### src/motion_io_pkg.sv
package motion_io_pkg;

	// Register port geometry.
	localparam int ADDR_W = 4;
	localparam int DATA_W = 16;

	// Register offsets.
	localparam logic [3:0] OFS_CTRL   = 4'h0;
	localparam logic [3:0] OFS_JOG    = 4'h1;
	localparam logic [3:0] OFS_STATUS = 4'h2;
	localparam logic [3:0] OFS_MASK   = 4'h3;
	localparam logic [3:0] OFS_STATE  = 4'h4;

	// Control register fields.
	localparam int CTRL_BASE_HOME  = 0;
	localparam int CTRL_BASE_NEXT  = 1;
	localparam int CTRL_TOGGLE_INV = 2;
	localparam int CTRL_POS_OUT0   = 3;

	// Event bits shared by the status and mask registers.
	localparam int EV_LAUNCH = 0;
	localparam int EV_HOMING = 1;
	localparam int EV_NEXT   = 2;
	localparam int EV_JOG_ON = 3;
	localparam int EV_JOG_NO = 4;
	localparam int EV_RESUME = 5;
	localparam int EV_WCLEAR = 6;
	localparam int EV_TARGET_REACHED_OUT  = 7;
	localparam int NUM_EV    = 8;

	// State register fields.
	localparam int ST_FOLLOW = 0;
	localparam int ST_RESP   = 1;
	localparam int ST_JOG    = 2;
	localparam int ST_PEND   = 3;
	localparam int ST_TOGGLE = 4;
	localparam int ST_HOME   = 5;

	// Reset values.
	localparam logic [15:0] CTRL_RST = 16'h0000;
	localparam logic [15:0] JOG_RST  = 16'h0000;
	localparam logic [7:0]  EV_RST   = 8'h00;
	localparam logic [7:0]  NO_TASK  = 8'h00;

	// Port lines from the machine controller.
	typedef struct packed {
		logic       home;
		logic       warn_clear;
		logic       next_task;
		logic       base_next;
		logic       jog;
		logic       resume;
		logic       launch;
		logic [7:0] number;
	} port_in_t;

	// Status from the motion core.
	typedef struct packed {
		logic at_target;
		logic in_window;
		logic follow_err;
		logic resp_err;
		logic task_start;
		logic seq_active;
		logic seq_first;
	} core_stat_t;

	// Commands to the motion core.
	typedef struct packed {
		logic        launch_task;
		logic        launch_home;
		logic        next_start;
		logic        jog_start;
		logic        jog_cancel;
		logic        resume;
		logic [7:0]  task_num;
		logic [15:0] jog_speed;
	} core_cmd_t;

endpackage

### src/motion_task_io_port.sv
`timescale 1ns/100ps
module motion_task_io_port
	import motion_io_pkg::*;
(
	input  wire logic                         REF_CLK,
	input  wire logic                         SYS_RST,
	input  wire logic                         CLK_EN,
	input  wire motion_io_pkg::port_in_t      PORT_IN,
	input  wire motion_io_pkg::core_stat_t    CORE_STAT,
	output motion_io_pkg::core_cmd_t          CORE_CMD,
	output logic                              HOME_SWITCH_OUT,
	output logic                              TARGET_REACHED_OUT,
	output logic                              SEQUENCE_TOGGLE_OUT,
	output logic                              POSITION_COMPARE_OUT0,
	output logic                              FOLLOWING_ERROR_WARNING,
	output logic                              RESPONSE_MONITOR_WARNING,
	output logic                              IRQ,
	input  wire logic [motion_io_pkg::ADDR_W-1:0] REG_ADDR,
	input  wire logic [motion_io_pkg::DATA_W-1:0] REG_WDATA,
	input  wire logic                         REG_WR,
	input  wire logic                         REG_RD,
	output logic [motion_io_pkg::DATA_W-1:0]  REG_RDATA
);
	import motion_io_pkg::*;

	port_in_t         in_s1_r;
	port_in_t         in_s2_r;
	port_in_t         in_d_r;
	port_in_t         rise;
	port_in_t         fall;
	logic [15:0]      ctrl_r;
	logic [15:0]      jog_r;
	logic [7:0]       status_r;
	logic [7:0]       status_nxt;
	logic [7:0]       mask_r;
	logic [7:0]       events;
	logic             follow_r;
	logic             resp_r;
	logic             jog_act_r;
	logic             pend_r;
	logic             pend_nxt;
	logic             toggle_r;
	logic             target_reached_out_r;
	logic             home_r;
	logic             next_req;
	logic             next_go;
	logic             no_task;
	logic             seq_start;
	logic             wr_ctrl;
	logic             wr_jog;
	logic             wr_status;
	logic             wr_mask;
	logic [15:0]      rd_mux;
	logic [15:0]      state_word;
	core_cmd_t        cmd_nxt;

	// Returns true when a write strobe hits the given offset.
	function automatic logic hit(input logic [3:0] adr, input logic [3:0] ofs, input logic stb);
		hit = stb && (adr == ofs);
	endfunction

	// Three stages per line: two to synchronise, one to find edges.
	always_ff @(posedge REF_CLK or posedge SYS_RST) begin
		if (SYS_RST) begin
			in_s1_r <= '0;
			in_s2_r <= '0;
			in_d_r  <= '0;
		end else if (CLK_EN) begin
			in_s1_r <= PORT_IN;
			in_s2_r <= in_s1_r;
			in_d_r  <= in_s2_r;
		end
	end

	// Edge detection on the synchronised lines.
	assign rise = port_in_t'(in_s2_r & ~in_d_r);
	assign fall = port_in_t'(~in_s2_r & in_d_r);

	// Address lines read as a binary number, zero meaning no task.
	assign no_task = (in_s2_r.number == NO_TASK);

	// Next-task requests from the expansion port or the base unit.
	assign next_req = rise.next_task || (ctrl_r[CTRL_BASE_NEXT] && rise.base_next);
	assign next_go  = (pend_r || next_req) && CORE_STAT.at_target;
	assign pend_nxt = (pend_r || next_req) && !CORE_STAT.at_target;

	// A sequenced task start drives the toggle output.
	assign seq_start = CORE_STAT.task_start && CORE_STAT.seq_active;

	// Commands issued this cycle, registered on the next edge.
	always_comb begin
		cmd_nxt             = '0;
		cmd_nxt.launch_task = rise.launch && !no_task;
		cmd_nxt.launch_home = rise.launch && no_task;
		cmd_nxt.next_start  = next_go;
		cmd_nxt.jog_start   = rise.jog;
		cmd_nxt.jog_cancel  = fall.jog && jog_act_r;
		cmd_nxt.resume      = rise.resume;
		cmd_nxt.task_num    = in_s2_r.number;
		cmd_nxt.jog_speed   = jog_r;
	end

	// Events that feed the sticky status register.
	assign events = {target_reached_out_r ? 1'b0 : CORE_STAT.in_window, rise.warn_clear, cmd_nxt.resume,
		cmd_nxt.jog_cancel, cmd_nxt.jog_start, cmd_nxt.next_start,
		cmd_nxt.launch_home, cmd_nxt.launch_task};

	// Register write decode.
	assign wr_ctrl   = hit(REG_ADDR, OFS_CTRL, REG_WR);
	assign wr_jog    = hit(REG_ADDR, OFS_JOG, REG_WR);
	assign wr_status = hit(REG_ADDR, OFS_STATUS, REG_WR);
	assign wr_mask   = hit(REG_ADDR, OFS_MASK, REG_WR);

	// Write-one-to-clear, a new event wins over the clear.
	assign status_nxt = (wr_status ? (status_r & ~REG_WDATA[7:0]) : status_r) | events;

	// Live state word for software.
	assign state_word = {10'h000, home_r, toggle_r, pend_r, jog_act_r, resp_r, follow_r};

	// Read selection, unmapped offsets read zero.
	assign rd_mux = (REG_ADDR == OFS_CTRL)   ? ctrl_r :
	                (REG_ADDR == OFS_JOG)    ? jog_r :
	                (REG_ADDR == OFS_STATUS) ? {8'h00, status_r} :
	                (REG_ADDR == OFS_MASK)   ? {8'h00, mask_r} :
	                (REG_ADDR == OFS_STATE)  ? state_word : 16'h0000;

	// Software registers and read data.
	always_ff @(posedge REF_CLK or posedge SYS_RST) begin
		if (SYS_RST) begin
			ctrl_r    <= CTRL_RST;
			jog_r     <= JOG_RST;
			status_r  <= EV_RST;
			mask_r    <= EV_RST;
			REG_RDATA <= 16'h0000;
		end else if (CLK_EN) begin
			if (wr_ctrl) begin
				ctrl_r <= REG_WDATA;
			end
			if (wr_jog) begin
				jog_r <= REG_WDATA;
			end
			if (wr_mask) begin
				mask_r <= REG_WDATA[7:0];
			end
			status_r  <= status_nxt;
			REG_RDATA <= REG_RD ? rd_mux : 16'h0000;
		end
	end

	// Warnings, jog state and the pending next-task request.
	always_ff @(posedge REF_CLK or posedge SYS_RST) begin
		if (SYS_RST) begin
			follow_r  <= 1'b0;
			resp_r    <= 1'b0;
			jog_act_r <= 1'b0;
			pend_r    <= 1'b0;
		end else if (CLK_EN) begin
			follow_r  <= CORE_STAT.follow_err || (follow_r && !rise.warn_clear);
			resp_r    <= CORE_STAT.resp_err || (resp_r && !rise.warn_clear);
			jog_act_r <= rise.jog || (jog_act_r && !fall.jog);
			pend_r    <= pend_nxt;
		end
	end

	// Pin outputs and command register.
	always_ff @(posedge REF_CLK or posedge SYS_RST) begin
		if (SYS_RST) begin
			CORE_CMD <= '0;
			toggle_r <= 1'b0;
			target_reached_out_r  <= 1'b0;
			home_r   <= 1'b0;
		end else if (CLK_EN) begin
			CORE_CMD <= cmd_nxt;
			target_reached_out_r  <= CORE_STAT.in_window;
			home_r   <= in_s2_r.home && !ctrl_r[CTRL_BASE_HOME];
			if (seq_start) begin
				toggle_r <= CORE_STAT.seq_first ? 1'b0 : !toggle_r;
			end
		end
	end

	// Output pins, the toggle polarity being a configuration choice.
	assign HOME_SWITCH_OUT          = home_r;
	assign TARGET_REACHED_OUT       = target_reached_out_r;
	assign SEQUENCE_TOGGLE_OUT      = toggle_r ^ ctrl_r[CTRL_TOGGLE_INV];
	assign POSITION_COMPARE_OUT0    = ctrl_r[CTRL_POS_OUT0];
	assign FOLLOWING_ERROR_WARNING  = follow_r;
	assign RESPONSE_MONITOR_WARNING = resp_r;
	assign IRQ                      = |(status_r & mask_r);
endmodule

### config.mk
export PLATFORM = sky130hd
export DESIGN_NAME = motion_task_io_port
export DESIGN_NICKNAME = d
export VERILOG_FILES = /design/src/motion_io_pkg.sv /design/src/motion_task_io_port.sv
export SDC_FILE = /design/constraint.sdc
export NUM_CORES = 1
export LEC_CHECK = 0
export BUFFER_PORTS_ARGS = -buffer_cell sky130_fd_sc_hd__buf_2
export CAP_MARGIN = 20
export CORE_ASPECT_RATIO = 1.2
export CORE_MARGIN = 1.5
export CORE_UTILIZATION = 60
export CTS_BUF_LIST = sky130_fd_sc_hd__clkbuf_8
export DETAILED_ROUTE_END_ITERATION = 8
export PLACE_DENSITY = 0.85
export SKIP_CTS_REPAIR_TIMING = 1
export SLEW_MARGIN = 20
export SYNTH_ARGS = -nofsm -noshare
export SYNTH_HDL_FRONTEND = slang
export SYNTH_SLANG_ARGS = --single-unit
### constraint.sdc
create_clock -name REF_CLK -period 13.5 [get_ports REF_CLK]
set_clock_uncertainty 0.2 [all_clocks]
set_input_delay 1.35 -clock REF_CLK [delete_from_list [all_inputs] [get_ports REF_CLK]]
set_output_delay 1.35 -clock REF_CLK [all_outputs]
set_load 0.01 [all_outputs]
==> run metrics, run 1 <==
status=finished, final reports clean; most frequent CP cell=buf_4; Post-synth top flop=dfrtp_1; DRT iter0 DRCs=191; die height=111 microns; DRT Pass-1 Iters=5; most frequent cells in the layout=dfrtp_1, mux2_2, buf_2; WL final=11200 microns; Mapped Area=5790 sq um; Mapped Avg Cell Area=13.3 sq um; Synth area leader=dfrtp_1; pin count of the biggest net entering global routing=82; Slew headroom=39.2%; pwr dens=146 nW/um^2; Post-synth EDFFs=0; initial antenna violation count=0; NumNets Final=572; CP endpoint kind=flip-flop; global route overflow=0; total power=967 uW; via count of the first global-routing pass=3958; critical path class=input port to flip-flop; Detail Placement HPWL=7650 microns; CP required=13640 ps; clock root cell=clkbuf_8; CTS H-tree lvls=4; clk slew on worst S/H paths=70 ps; FF+latch count, synth=137; Crit-path slowest cell=buf_4; crit start category=input port; Clock Sinks=137; Rows=39; Top Layer Used=met4; setup TNS=0 ps; max cap viols=0; Hold Path Class=flip-flop to flip-flop; Ports=100; Core Region=9470 sq um; area share of the largest cell type after synthesis=59.2%; fin crit share=22.7%; total CTS buffers=17; layout cells sized above 1=45.4%; RSZ-0062 raised after global routing=false; WL/cell=16.9 microns; Hold Fails Final Rpt=0; Leak=0.00315 uW; Least-Margin Pin Slew=912 ps; initial core utilization=61.1%; synth unique cells=38; Max Freq=327 MHz; Cell Chain, Critical Path=buf_4 -> buf_4 -> nand4b_1 -> o22ai_1; R2R cell count=3; first-pass GRT wire length=19200 microns; P&R area growth vs syn=14.7%; via count=3736; Synth warnings=0; Cells after Synth=434; routed wl met3=670 microns; gpl congestion=0.784; die area=10200 sq um; crit-path max FO=81; R2R Setup Slk=11920 ps; sequential share of the synthesized area=59.2%; CTS tree=built; Cells on Worst Hold Path=1; worst path bufs/invs=2; CP delay by family, top=buffers and inverters; DR vias/cell=5.66; most common cell after layout, fill and taps aside=dfrtp_1; # setup viols final=0; Arr. time, crit path=3190 ps; Net Count, Synth=481; Antenna Cells=0; CP Depth=4; FILL cells=684; gr usage total=24.3%; M1 WL=4730 microns; synth top area cells=dfrtp_1, mux2_2, o22ai_1; min cycle time layout=3060 ps; biggest cell delay along the critical path=730 ps; WL met2=5560 microns; ys async rst share=100%; Clock Latency Late Sink=430 ps; Antenna Nets Post-Route=0; maximum VDD drop=0.0909 mV; IO buf count=99; number of buffers on the longest clock path=2; DR DRC count=0; Die X=92.7 microns; fin. max-slew vios=0
==> state kept, by name, indices dropped and copies added, names as in the netlist <==
signal / cells
mask_r: 8
RESPONSE_MONITOR_WARNING: 1
pend_r: 1
in_s2_r: 7
jog_r: 16
status_r: 8
jog_act_r: 1
ctrl_r: 16
REG_RDATA: 16
in_s1_r: 15
cmd_nxt: 8
TARGET_REACHED_OUT: 1
HOME_SWITCH_OUT: 1
toggle_r: 1
CORE_CMD: 30
in_d_r: 6
FOLLOWING_ERROR_WARNING: 1
==> layer usage <==
layer / global-route usage [%] / vias up
met5: 0 / -
met1: 32.4 / 1861
met2: 37.5 / 127
met3: 5.99 / 22
met4: 11.3 / 0
li1: - / 1726
==> path summary, 6_finish.rpt <==
kind                                end   startpoint
setup reg to reg            status_r[0]  cmd_nxt[16]
min in group asynchronous   CORE_CMD[4]      SYS_RST
setup / recovery           REG_RDATA[9]       CLK_EN
hold reg to reg             status_r[6]   in_d_r[13]
max in group asynchronous    in_d_r[12]      SYS_RST
hold / removal              status_r[6]   in_d_r[13]
==> kinds of logic after synthesis <==
| kind of cell | after synthesis | synth area share (%) |
|---|---|---|
| simple gates | 49 | 5.36 |
| mux | 111 | 21.4 |
| flops | 137 | 59.2 |
| xor+xnor | 1 | 0.151 |
| compound gates | 71 | 8.39 |
| buf+inv | 65 | 5.45 |
==> per-stage QoR <==
stage | instance area [sq um] | hold WS (ps) | util [%] | instances | worst slack (ps)
finish | 6640 | 243 | 70.1 | 660 | 10440
global route | 6640 | 281 | 70.1 | 660 | 10280
CTS | 6630 | 252 | 70.0 | 659 | 10420
detailed placement | 6280 | 235 | 66.3 | 628 | 9950
global placement | 6280 | 224 | 66.3 | 628 | 10050
floorplan | 5790 | 216 | - | 434 | 8280
==> cells in the mapped netlist, types with 2 or more instances <==
cell type	instances
nand2b_1	4
mux2_2	103
a22o_1	3
buf_6	3
nor4_1	2
clkbuf_1	5
nor2b_1	7
a31oi_1	2
nor2_1	2
o22ai_1	27
nand3_1	4
dfrtp_1	137
o2bb2ai_1	5
a22oi_1	12
nor3_1	2
o21ai_0	10
buf_4	9
inv_1	35
nand2_1	18
mux2i_1	8
buf_2	12
o211ai_1	8
==> power by group <==
group / internal (uW) / switching, uW
Sequential: 474 / 40.8
Combinational: 83.4 / 73.5
Clock: 147 / 149
==> cell type report <==
class / instances / area (sq um) / area share (%)
Sequential cell: 137 / 3430 / 51.6
Multi-Input combinational cell: 232 / 2040 / 30.8
Timing Repair Buffer: 102 / 524 / 7.90
Clock buffer: 18 / 248 / 3.73
Tap cell: 123 / 154 / 2.32
Inverter: 35 / 136 / 2.05
Clock inverter: 13 / 105 / 1.58
No activity file was read; power rests on OpenSTA's default activity.
==> inputs of run 2 (changes only) <==
--- a/config.mk
+++ b/config.mk
@@ -9,10 +9,10 @@
 export CAP_MARGIN = 20
 export CORE_ASPECT_RATIO = 1.2
 export CORE_MARGIN = 1.5
-export CORE_UTILIZATION = 60
+export CORE_UTILIZATION = 58
 export CTS_BUF_LIST = sky130_fd_sc_hd__clkbuf_8
 export DETAILED_ROUTE_END_ITERATION = 8
-export PLACE_DENSITY = 0.85
+export PLACE_DENSITY = 0.82
 export SKIP_CTS_REPAIR_TIMING = 1
 export SLEW_MARGIN = 20
 export SYNTH_ARGS = -nofsm -noshare
==> constraint.sdc (replaced) <==
create_clock -name REF_CLK -period 3.15 [get_ports REF_CLK]
set_clock_uncertainty 0.2 [all_clocks]
set_input_delay 0.315 -clock REF_CLK [delete_from_list [all_inputs] [get_ports REF_CLK]]
set_output_delay 0.315 -clock REF_CLK [all_outputs]
set_load 0.01 [all_outputs]
==> run 2 against run 1 <==
Compared with the run above: register-to-register slack worse by 10000 ps; power grew to 4.7 times the previous value; clock power grew to 5.4 times the previous value; combinational power grew to 4.6 times the previous value; highest routed layer unchanged; cell area is 8.0% higher; wire length is 10% higher.
==> run metrics, run 2 (synthesis results as in run 1) <==
status=finished, final reports clean; most frequent cells in the layout=dfrtp_1, mux2_2, buf_2; Antenna Cells=0; Ports=100; die height=112 microns; Max Freq=505 MHz; pwr dens=632 nW/um^2; clock root cell=clkbuf_8; Die X=94.2 microns; # setup viols final=0; P&R area growth vs syn=23.9%; Slew headroom=46.5%; Antenna Nets Post-Route=0; initial antenna violation count=0; DR vias/cell=5.59; Cell Chain, Critical Path=a22oi_1 -> nand4_1 -> buf_2; total CTS buffers=17; Hold Fails Final Rpt=0; Cells on Worst Hold Path=3; Leak=0.00338 uW; fin crit share=62.8%; IO buf count=99; FILL cells=632; CP Depth=3; layout cells sized above 1=43.3%; worst path bufs/invs=1; register area=3430 sq um; DRT Pass-1 Iters=4; first-pass GRT wire length=19300 microns; DRT iter0 DRCs=197; NumNets Final=614; pin count of the biggest net entering global routing=45; global route overflow=0; Top reg by flops=CORE_CMD; Arr. time, crit path=1460 ps; Core Util, Final=74.6%; clk slew on worst S/H paths=70 ps; R2R cell count=3; Clock Latency Late Sink=430 ps; initial core utilization=60.2%; WL final=12300 microns; min cycle time layout=1980 ps; crit-path max FO=3; Detail Placement HPWL=8140 microns; Hold Slack=26.3 ps; maximum VDD drop=0.359 mV; gr usage total=24.2%; most common cell after layout, fill and taps aside=dfrtp_1; fin. max-slew vios=0; via count=3932; WL/cell=17.5 microns; Crit-path slowest cell=dfrtp_1; gpl congestion=0.803; Hold Path Class=input port to flip-flop; CP delay by family, top=flip-flops; max cap viols=0; setup TNS=0 ps; Least-Margin Pin Slew=803 ps; via count of the first global-routing pass=3854; CP required=2630 ps; placed cells=635; Final Non-Filler Cells=703; CP endpoint kind=output pin; DR DRC count=0; CTS tree=built; RSZ-0062 raised after global routing=false; Clock Sinks=137; Core Region=9610 sq um; number of flip-flops in the largest register=30; area of the multi-input gates=2040 sq um; die area=10600 sq um; crit start category=flip-flop; Rows=39; number of buffers on the longest clock path=2; R2R Setup Slk=1640 ps; CTS H-tree lvls=4; biggest cell delay along the critical path=410 ps; critical path class=flip-flop to output pin
[run 2: changes by cell type in the layout (fill, tap and decap cells not counted)]
cell / previous run / this run
buf_6: 1 / 0
bufinv_16: 1 / 4
buf_4: 3 / 8
clkinvlp_4: 2 / 1
inv_6: 2 / 0
clkinv_2: 6 / 2
clkbuf_8: 18 / 21
buf_12: 0 / 2
clkinv_4: 2 / 4
dlygate4sd3_1: 0 / 36
[run 2: final cells by class]
| cell class | instances | share of cell area [%] |
|---|---|---|
| Sequential cell | 137 | 47.8 |
| Clock buffer | 21 | 4.03 |
| Tap cell | 123 | 2.15 |
| Timing Repair Buffer | 144 | 13.3 |
| Clock inverter | 11 | 2.36 |
| Multi-Input combinational cell | 232 | 28.5 |
| Inverter | 35 | 1.88 |
[run 2: path summary, 6_finish.rpt]
check,start,to
worst max-delay path,status_r[0],IRQ
min in group asynchronous,SYS_RST,CORE_CMD[3]
worst min-delay path,CORE_STAT[2],toggle_r
worst min register to register,in_d_r[13],status_r[6]
max in group asynchronous,SYS_RST,CORE_CMD[22]
worst max register to register,cmd_nxt[20],status_r[0]
[run 2: where the power goes]
part           leakage, uW  switching, uW  internal [uW]
sequential         0.00169            185           2030
clock             0.000237            643            947
combinational      0.00145            333            395
[run 2: metrics by stage]
step | area, sq um | total power, uW | worst slack, ps
2_1_floorplan | 5790 | 2680 | 928
4_1_cts | 6810 | 4530 | 1160
3_5_place_dp | 6350 | 2930 | 954
6_report | 7170 | 4530 | 1170
5_1_grt | 7170 | 4740 | 1100
3_3_place_gp | 6330 | 2880 | 1040
[run 2: metal layers]
layer	vias up	GRT usage [%]	part of all wire, %	wire length (microns)
li1	1808	-	-	-
met1	1971	31.5	42	5100
met2	134	39.2	52	6370
met3	19	6.50	5.4	659
met4	0	8.26	1.3	157
met5	-	0	0	0
[run 2: worst min-delay path, delay by kind of cell]
family | cells | cell delay (ps)
AO/OA/AOI/OAI | 1 | 120
AND/OR/NAND/NOR | 1 | 100
buffers and inverters | 1 | 90
